$ cat src/include/pfr_pkg.sv
/*
 * Constants, register map and carrier types of the PID frequency
 * regulator. Assumes a 20 MHz control clock and a 32-bit classic
 * Wishbone register bus with byte addresses.
 */
`default_nettype none
package pfr_pkg;

   // ----------------------------------------------------------------
   // Timing
   // ----------------------------------------------------------------
   localparam int CLK_NS     = 50;
   localparam int SAMPLE_NS  = 1000000;
   localparam int SAMPLE_CYC = (SAMPLE_NS + CLK_NS - 1) / CLK_NS;
   // Integral time counts tenths of a second, derivative time hundredths.
   localparam int TI_UNIT_NS = 100000000;
   localparam int TD_UNIT_NS = 10000000;
   localparam int TI_SAMP    = TI_UNIT_NS / SAMPLE_NS;
   localparam int TD_SAMP    = TD_UNIT_NS / SAMPLE_NS;

   // ----------------------------------------------------------------
   // Register offsets and fields
   // ----------------------------------------------------------------
   localparam logic [7:0] ADR_CTRL = 8'h00;
   localparam logic [7:0] ADR_SRC  = 8'h04;
   localparam logic [7:0] ADR_TGT  = 8'h08;
   localparam logic [7:0] ADR_GAIN = 8'h0c;
   localparam logic [7:0] ADR_KP   = 8'h10;
   localparam logic [7:0] ADR_TI   = 8'h14;
   localparam logic [7:0] ADR_TD   = 8'h18;
   localparam logic [7:0] ADR_STAT = 8'h1c;
   localparam int CTRL_SRC_LSB = 0;
   localparam int CTRL_OP_LSB  = 4;
   localparam int SRC_TGT_LSB  = 0;
   localparam int SRC_FB_LSB   = 4;
   localparam int STAT_ACT_BIT = 16;
   localparam int STAT_REF_BIT = 17;

   // ----------------------------------------------------------------
   // Encodings and limits
   // ----------------------------------------------------------------
   localparam logic [2:0] FREQ_SRC_PID = 3'h6;
   localparam logic [2:0] OP_OFF       = 3'h0;
   localparam logic [2:0] OP_MAX       = 3'h4;
   localparam logic [2:0] SEL_POT      = 3'h0;
   localparam logic [2:0] SEL_VOLT     = 3'h1;
   localparam logic [2:0] SEL_CUR      = 3'h2;
   localparam logic [2:0] SEL_COMM     = 3'h3;
   localparam logic [2:0] SEL_KEYPAD   = 3'h4;
   localparam logic [15:0] TGT_MAX     = 16'h03e8;
   localparam logic [15:0] GAIN_MAX    = 16'h03e8;
   localparam logic [15:0] KP_MAX      = 16'h0064;
   localparam logic [15:0] TI_MAX      = 16'h03e8;
   localparam logic [15:0] TD_MAX      = 16'h03e8;
   localparam int GAIN_DIV = 100;
   localparam int KP_DIV   = 1000;
   localparam int CMD_MAX  = 1000;

   // ----------------------------------------------------------------
   // Reset values
   // ----------------------------------------------------------------
   localparam logic [2:0]  RST_TGT_SEL = 3'h4;
   localparam logic [2:0]  RST_FB_SEL  = 3'h1;
   localparam logic [15:0] RST_GAIN    = 16'h0064;
   localparam logic [15:0] RST_KP      = 16'h000a;
   localparam logic [15:0] RST_TI      = 16'h000a;

   typedef struct packed {
      logic [2:0]  freq_src;
      logic [2:0]  op;
      logic [2:0]  tgt_sel;
      logic [2:0]  fb_sel;
      logic [15:0] tgt;
      logic [15:0] gain;
      logic [15:0] kp;
      logic [15:0] ti;
      logic [15:0] td;
   } pfr_cfg_s;

   typedef struct packed {
      logic        cyc;
      logic        stb;
      logic        we;
      logic [7:0]  adr;
      logic [3:0]  sel;
      logic [31:0] dat;
   } pfr_wb_req_s;

endpackage : pfr_pkg
`default_nettype wire

$ cat src/core/pfr_regulator.sv
/*
 * PID regulator producing the output-frequency command, with its
 * settings held in a classic Wishbone register file. Assumes all
 * analog and communication values come from logic on clk, already
 * scaled to 0..1000 (tenths of a percent of full scale).
 */
// Functional notes
// RL1 - Target source: pot 0, voltage 1, current 2, comm 3, keypad value 4.
// RL2 - The regulator acts only while the frequency source selection is 6.
// RL3 - Feedback source: pot 0, voltage 1, current 2, comm frequency 3.
// RL4 - Equal target and feedback source selections are refused.
// RL5 - The keypad target is 0.0 to 100.0 percent in tenths.
// RL6 - Operation selection 0 disables the regulator, 1 to 4 enable it.
// RL7 - Operations 1 and 3 differentiate the deviation.
// RL8 - Selections 2 and 4 take the derivative of the feedback alone.
// RL9 - Reverse selections make a positive deviation lower the output.
// RL10 - Deviation is target minus feedback times a gain of 0.00 to 10.00.
// RL11 - The proportional gain is 0.0 to 10.0 percent.
// RL12 - The integral time is 0.0 to 100.0 seconds.
// RL13 - The derivative time is 0.00 to 10.00 seconds.
// RL14 - The sum of the three terms is the frequency command while enabled.
`timescale 1ns/1ps
`default_nettype none
module pfr_regulator
   import pfr_pkg::*;
#(
   parameter int SAMPLE_CYCLES = SAMPLE_CYC
) (
   input  wire logic        clk,
   input  wire logic        srst,
   input  wire pfr_wb_req_s wb_req,
   output logic             wb_ack,
   output logic [31:0]      wb_dat_o,
   input  wire logic [10:0] keypad_pot,
   input  wire logic [10:0] voltage_analog_input,
   input  wire logic [10:0] current_analog_input,
   input  wire logic [10:0] comm_target,
   input  wire logic [10:0] comm_freq,
   output logic [10:0]      freq_cmd,
   output logic             pid_active
);

   // ----------------------------------------------------------------
   // Arithmetic helpers
   // ----------------------------------------------------------------
   function automatic logic signed [31:0] muldiv(
      input logic signed [31:0] a,
      input logic signed [31:0] m,
      input logic signed [31:0] d);
      logic signed [31:0] r;
      r = 32'sh0;
      if (d != 32'sh0) begin
         r = (a * m) / d;
      end
      return r;
   endfunction : muldiv

   function automatic logic signed [31:0] sat(
      input logic signed [31:0] x,
      input logic signed [31:0] lo,
      input logic signed [31:0] hi);
      logic signed [31:0] r;
      r = x;
      if (x < lo) begin
         r = lo;
      end else if (x > hi) begin
         r = hi;
      end
      return r;
   endfunction : sat

   // ----------------------------------------------------------------
   // Register file
   // ----------------------------------------------------------------
   pfr_cfg_s    cfg;
   pfr_cfg_s    next_cfg;
   logic        refused;
   logic        next_refused;
   logic        next_wb_ack;
   logic [31:0] next_wb_dat_o;
   logic        req;
   logic        wr;
   logic [2:0]  w_tgt;
   logic [2:0]  w_fb;

   assign req = wb_req.cyc & wb_req.stb & ~wb_ack;
   assign wr  = req & wb_req.we & (wb_req.sel[1:0] == 2'h3);
   assign w_tgt = wb_req.dat[SRC_TGT_LSB +: 3];
   assign w_fb  = wb_req.dat[SRC_FB_LSB +: 3];

   // Out-of-range writes leave the old value, except freq_src in CTRL, and raise a sticky flag;
   // a new refusal in the clearing cycle wins over the clear.
   always_comb begin
      logic set_ref;
      logic clr_ref;
      set_ref = 1'b0;
      clr_ref = 1'b0;
      next_cfg = cfg;
      next_wb_ack = req;
      next_wb_dat_o = 32'h0;
      if (wr) begin
         unique case (wb_req.adr)
            ADR_CTRL: begin
               next_cfg.freq_src = wb_req.dat[CTRL_SRC_LSB +: 3];
               if (wb_req.dat[CTRL_OP_LSB +: 3] <= OP_MAX) begin // see RL6
                  next_cfg.op = wb_req.dat[CTRL_OP_LSB +: 3];
               end else begin
                  set_ref = 1'b1;
               end
            end
            ADR_SRC: begin
               if (w_tgt <= SEL_KEYPAD && w_fb <= SEL_COMM
                   && w_tgt != w_fb) begin // see RL4
                  next_cfg.tgt_sel = w_tgt;
                  next_cfg.fb_sel  = w_fb;
               end else begin
                  set_ref = 1'b1;
               end
            end
            ADR_TGT: begin
               if (wb_req.dat[15:0] <= TGT_MAX) begin // see RL5
                  next_cfg.tgt = wb_req.dat[15:0];
               end else begin
                  set_ref = 1'b1;
               end
            end
            ADR_GAIN: begin
               if (wb_req.dat[15:0] <= GAIN_MAX) begin // see RL10
                  next_cfg.gain = wb_req.dat[15:0];
               end else begin
                  set_ref = 1'b1;
               end
            end
            ADR_KP: begin
               if (wb_req.dat[15:0] <= KP_MAX) begin // see RL11
                  next_cfg.kp = wb_req.dat[15:0];
               end else begin
                  set_ref = 1'b1;
               end
            end
            ADR_TI: begin
               if (wb_req.dat[15:0] <= TI_MAX) begin // see RL12
                  next_cfg.ti = wb_req.dat[15:0];
               end else begin
                  set_ref = 1'b1;
               end
            end
            ADR_TD: begin
               if (wb_req.dat[15:0] <= TD_MAX) begin // see RL13
                  next_cfg.td = wb_req.dat[15:0];
               end else begin
                  set_ref = 1'b1;
               end
            end
            ADR_STAT: begin
               clr_ref = wb_req.dat[STAT_REF_BIT];
            end
            default: begin
            end
         endcase
      end
      if (req & ~wb_req.we) begin
         unique case (wb_req.adr)
            ADR_CTRL: begin
               next_wb_dat_o[CTRL_SRC_LSB +: 3] = cfg.freq_src;
               next_wb_dat_o[CTRL_OP_LSB +: 3]  = cfg.op;
            end
            ADR_SRC: begin
               next_wb_dat_o[SRC_TGT_LSB +: 3] = cfg.tgt_sel;
               next_wb_dat_o[SRC_FB_LSB +: 3]  = cfg.fb_sel;
            end
            ADR_TGT:  next_wb_dat_o[15:0] = cfg.tgt;
            ADR_GAIN: next_wb_dat_o[15:0] = cfg.gain;
            ADR_KP:   next_wb_dat_o[15:0] = cfg.kp;
            ADR_TI:   next_wb_dat_o[15:0] = cfg.ti;
            ADR_TD:   next_wb_dat_o[15:0] = cfg.td;
            ADR_STAT: begin
               next_wb_dat_o[10:0]         = freq_cmd;
               next_wb_dat_o[STAT_ACT_BIT] = pid_active;
               next_wb_dat_o[STAT_REF_BIT] = refused;
            end
            default: next_wb_dat_o = 32'h0;
         endcase
      end
      next_refused = (refused & ~clr_ref) | set_ref;
   end

   always_ff @(posedge clk) begin
      if (srst) begin
         cfg <= '{freq_src: 3'h0, op: OP_OFF, tgt_sel: RST_TGT_SEL,
                  fb_sel: RST_FB_SEL, tgt: 16'h0, gain: RST_GAIN,
                  kp: RST_KP, ti: RST_TI, td: 16'h0};
         refused  <= 1'b0;
         wb_ack   <= 1'b0;
         wb_dat_o <= 32'h0;
      end else begin
         cfg      <= next_cfg;
         refused  <= next_refused;
         wb_ack   <= next_wb_ack;
         wb_dat_o <= next_wb_dat_o;
      end
   end

   // ----------------------------------------------------------------
   // Control loop, one step per sample tick
   // ----------------------------------------------------------------
   logic [31:0]        cnt;
   logic [31:0]        next_cnt;
   logic               tick;
   logic signed [31:0] acc;
   logic signed [31:0] next_acc;
   logic signed [31:0] x_prev;
   logic signed [31:0] next_x_prev;
   logic [10:0]        next_freq_cmd;
   logic               next_pid_active;
   logic signed [31:0] tgt_v;
   logic signed [31:0] fb_v;
   logic signed [31:0] fbs;
   logic signed [31:0] dev;
   logic signed [31:0] u;
   logic signed [31:0] cmd;
   logic               enabled;
   logic               reverse;

   assign tick = (cnt == 32'(SAMPLE_CYCLES - 1));
   assign enabled = (cfg.op != OP_OFF) && (cfg.op <= OP_MAX)
                    && (cfg.freq_src == FREQ_SRC_PID); // see RL2, RL6
   assign reverse = (cfg.op == 3'h3) || (cfg.op == 3'h4);

   always_comb begin
      logic signed [31:0] p;
      logic signed [31:0] i;
      logic signed [31:0] d;
      logic signed [31:0] x;
      logic signed [31:0] lim;
      logic signed [31:0] acc_n;
      p = 32'sh0;
      i = 32'sh0;
      d = 32'sh0;
      x = 32'sh0;
      lim = 32'sh0;
      acc_n = 32'sh0;
      unique case (cfg.tgt_sel) // see RL1
         SEL_POT:  tgt_v = 32'(keypad_pot);
         SEL_VOLT: tgt_v = 32'(voltage_analog_input);
         SEL_CUR:  tgt_v = 32'(current_analog_input);
         SEL_COMM: tgt_v = 32'(comm_target);
         default:  tgt_v = 32'(cfg.tgt);
      endcase
      unique case (cfg.fb_sel) // see RL3
         SEL_POT:  fb_v = 32'(keypad_pot);
         SEL_VOLT: fb_v = 32'(voltage_analog_input);
         SEL_CUR:  fb_v = 32'(current_analog_input);
         default:  fb_v = 32'(comm_freq);
      endcase
      fbs = muldiv(fb_v, 32'(cfg.gain), GAIN_DIV); // see RL10
      dev = tgt_v - fbs;
      p = muldiv(dev, 32'(cfg.kp), KP_DIV); // see RL11
      // A zero integral time switches the integral term off.
      lim = 32'(cfg.ti) * TI_SAMP * CMD_MAX;
      acc_n = sat(acc + dev, -lim, lim); // see RL12
      i = muldiv(acc_n, 32'sh1, 32'(cfg.ti) * TI_SAMP);
      if (cfg.op == 3'h1 || cfg.op == 3'h3) begin
         x = dev; // see RL7
      end else begin
         x = -fbs; // see RL8
      end
      d = (x - x_prev) * 32'(cfg.td) * TD_SAMP; // see RL13
      u = p + i + d;
      if (reverse) begin
         u = -u; // see RL9
      end
      cmd = sat(u, 32'sh0, CMD_MAX);
      next_cnt = tick ? 32'h0 : cnt + 32'h1;
      next_acc = acc;
      next_x_prev = x_prev;
      next_freq_cmd = freq_cmd;
      next_pid_active = pid_active;
      if (tick) begin
         next_x_prev = x;
         next_pid_active = enabled;
         next_acc = enabled ? acc_n : 32'sh0;
         next_freq_cmd = enabled ? cmd[10:0] : 11'h0; // see RL14
      end
   end

   always_ff @(posedge clk) begin
      if (srst) begin
         cnt        <= 32'h0;
         acc        <= 32'sh0;
         x_prev     <= 32'sh0;
         freq_cmd   <= 11'h0;
         pid_active <= 1'b0;
      end else begin
         cnt        <= next_cnt;
         acc        <= next_acc;
         x_prev     <= next_x_prev;
         freq_cmd   <= next_freq_cmd;
         pid_active <= next_pid_active;
      end
   end
endmodule : pfr_regulator
`default_nettype wire

$ cat config.mk
export PLATFORM = sky130hd
export DESIGN_NAME = pfr_regulator
export DESIGN_NICKNAME = d
export VERILOG_FILES = /design/src/include/pfr_pkg.sv /design/src/core/pfr_regulator.sv
export SDC_FILE = /design/constraint.sdc
export NUM_CORES = 2
export LEC_CHECK = 0
export ABC_AREA = 1
export BUFFER_PORTS_ARGS = -buffer_cell sky130_fd_sc_hd__clkbuf_2
export CORE_UTILIZATION = 38
export CTS_BUF_LIST = sky130_fd_sc_hd__clkbuf_4 sky130_fd_sc_hd__clkbuf_8
export DETAILED_ROUTE_END_ITERATION = 10
export GPL_TIMING_DRIVEN = 0
export SLEW_MARGIN = 20
export SYNTH_ARGS = -nofsm -noshare
export SYNTH_HDL_FRONTEND = slang
export SYNTH_SLANG_ARGS = --single-unit
$ cat constraint.sdc
create_clock -name clk -period 177.8 [get_ports clk]
set_input_delay 35.56 -clock clk [delete_from_list [all_inputs] [get_ports clk]]
set_output_delay 35.56 -clock clk [all_outputs]
set_load 0.02 [all_outputs]
==> results_dict.tcl <==
set metrics [dict create \
    status "finished clean" \
    clk_path_buf_depth 3 \
    critPathSlowestCell "fa_1" \
    routed_wl_um 277000 \
    root_buffer "clkbuf_8" \
    dieHeight_um 469 \
    dp.cells 15100 \
    vias 78000 \
    worst_slew_pin_slew_ns 1.34 \
    synth_top_cell_area_share_pct 20.4 \
    antenna_found_initial 10 \
    crit_fanout 10 \
    top_layer "met5" \
    final_common_cell "nand2_1" \
    worstSetupPathType "primary input to register" \
    io_pins 149 \
    n_fill_cell 22800 \
    grtUsageTotal_pct 24.8 \
    drt-met1-wl_um 127000 \
    fmax_mhz 6.06 \
    cp-start-kind "primary input" \
    final_cells 15200 \
    numCtsBuffers 41 \
    skew_ns 0.0610 \
    synthCells 12100 \
    synth_edf_count 0 \
    drt-pass1-iter-count 6 \
    areaGrowthSynthToFinish_pct 8.58 \
    path_clk_slew_ns 0.06 \
    ant_nets 0 \
    nets 14300 \
    critPathCaptureType "register" \
    dp_hpwl_um 238000 \
    layout_common_cells "nand2_1 (2436), inv_1 (2231), nor2_1 (1002)" \
    grt_overflow_total 0 \
    via_per_inst 5.13 \
    ys_async_sr_fraction_pct 0 \
    drive_gt1_share_pct 9.83 \
    yosysUniqueCellTypes 96 \
    critical_path.max_stage_delay_ns 0.58 \
    htree_num_levels 2 \
    slew_headroom_pct 9.63 \
    cts_sinks 219 \
    avgSynthCellArea_um2 6.84 \
    clk_latency_ns 0.66 \
    die_w_um 469 \
    core_um2 215000 \
    ys.flop_type "dfxtp_1" \
    drt_iter0_markers 6000 \
    setup_violations 0 \
    post-route-period-util_pct 92.9 \
    cts_tree "built" \
    yosys_warnings 0 \
    syn_area_um2 82700 \
    maxCapViolCount 0 \
    synth_area_leaders "fa_1 (20%), ha_1 (15%), nand2_1 (11%), inv_1 (10%), dfxtp_1 (5.3%)" \
    place.port_buffers 116 \
    holdBufCountCts 0 \
    cp.required_ns 178.28 \
    critPathMostFrequentCell "nand2_1" \
    dr_wl_met2_um 120000 \
    hold_viol 0 \
    dieArea_um2 220000 \
    r2r_cells 924 \
    cp.arrival_ns 165.59 \
    drc_errors 0 \
    hp-class "register to register" \
    place_congestion 0.992 \
    yosys.area.top_type "fa_1" \
    slew_viol_final 0 \
    yosysSeqAreaShare_pct 5.30 \
    rows 170 \
    initial_core_util_pct 38.4 \
    grt_pass1_vias 73200 \
    period_needed_ns 165.11 \
    worst_hold_path.num_cells 1 \
    wl_met3_um 19100 \
    grt_pass1_wl_um 425000 \
    synth-seq-cells 219 \
    drt-wirelength-per-cell_um 18.2 \
    grt_max_degree 35 \
]
[flip-flops by register name, summed over array words and instances (netlist names)]
signal / count
x_prev: 31
refused: 1
freq_cmd: 11
cnt: 32
pid_active: 1
acc: 32
cfg: 92
wb_ack: 1
wb_dat_o: 18
[cells in the mapped netlist (13+ instances only)]
master,instances
a31oi_1,22
inv_1,2259
nor2_1,1015
dfxtp_1,219
nor4_1,46
o21ai_0,547
clkinv_1,42
o31ai_1,30
nand2_1,2453
xnor2_1,230
or2_2,111
nand3b_1,34
inv_2,52
buf_1,18
nor2_2,39
buf_2,13
o2111ai_1,17
fa_1,841
o211ai_1,53
buf_4,17
o22ai_1,44
nand4_1,136
a21oi_1,752
clkbuf_8,18
nor3_1,157
a21o_1,61
clkbuf_1,210
nand3_1,439
o21a_1,14
a211oi_1,24
nor2_4,22
o21ai_2,23
o21ai_1,56
o21bai_1,71
ha_1,999
o221ai_1,16
nand3_2,44
xor2_1,497
a221oi_1,13
nand2_4,69
nand2_2,195
[metrics by stage]
step           cell area [µm²]  setup WS [ns]  utilization [%]  hold slack [ns]  setup TNS (ns)
6_report                 89800          12.69             41.7            0.457               0
5_1_grt                  89800         -0.593             41.7            0.475           -5.49
4_1_cts                  88500         0.0160             41.1            0.455               0
3_5_place_dp             87500          -6.62             40.6            0.444          -65.32
3_3_place_gp             86900          -6.97             40.3            0.435          -68.78
2_1_floorplan            82800          23.70                -            0.417               0
[critical path, delay by kind of cell]
family	cells	cell delay, ns
AOI/OAI and AO/OA	316	52.00
xor gates and xnor gates	8	1.50
adders and majority gates	40	14.10
buffers and inverters	201	22.39
and+or+nand+nor	337	37.01
[final cells by class]
class | instances | area [µm²] | share of cell area, %
Multi-Input combinational cell | 9231 | 69000 | 76.8
Inverter | 2371 | 9020 | 10.0
Sequential cell | 219 | 4380 | 4.88
Tap cell | 2838 | 3550 | 3.95
Buffer | 286 | 1650 | 1.83
Timing Repair Buffer | 190 | 1420 | 1.58
Clock buffer | 57 | 734 | 0.818
Clock inverter | 11 | 110 | 0.123
Timing Repair inverter | 1 | 5.00 | 0.00557
Antenna cell | 2 | 5.00 | 0.00557
[cell families after synthesis]
family	synth area share, %
xor+xnor	7.86
compound gates	12.5
buf+inv	12.6
other cells	0.00453
fa+ha+maj	35.5
simple gates	26.2
flops	5.30
[per-layer routing]
layer	global-route usage, %	up-vias
met5	0	-
met4	8.69	6
met3	3.11	389
met2	39.0	2339
met1	34.7	36600
li1	-	38700
[worst paths after layout]
| check | start | endpoint | slack, ns |
|---|---|---|---|
| max | voltage_analog_input[8] | freq_cmd[5] | 12.69 |
| min | cnt[0] | cnt[0] | 0.46 |
| max reg2reg | cfg[80] | freq_cmd[5] | 46.12 |
| min reg2reg | cnt[0] | cnt[0] | 0.46 |
[timing repair]
| item | CTS | global route |
|---|---|---|
| gates resized for setup | 55 | 348 |
| buffers inserted | 1 | 55 |
| endpoints found under the setup margin | 10 | 10 |
| pin swaps | 0 | 32 |
| cloned | 0 | 1 |
Power is left out: the tool's default activity adds up to more than one toggle a clock period on the data nets, which glitch-free logic cannot reach.
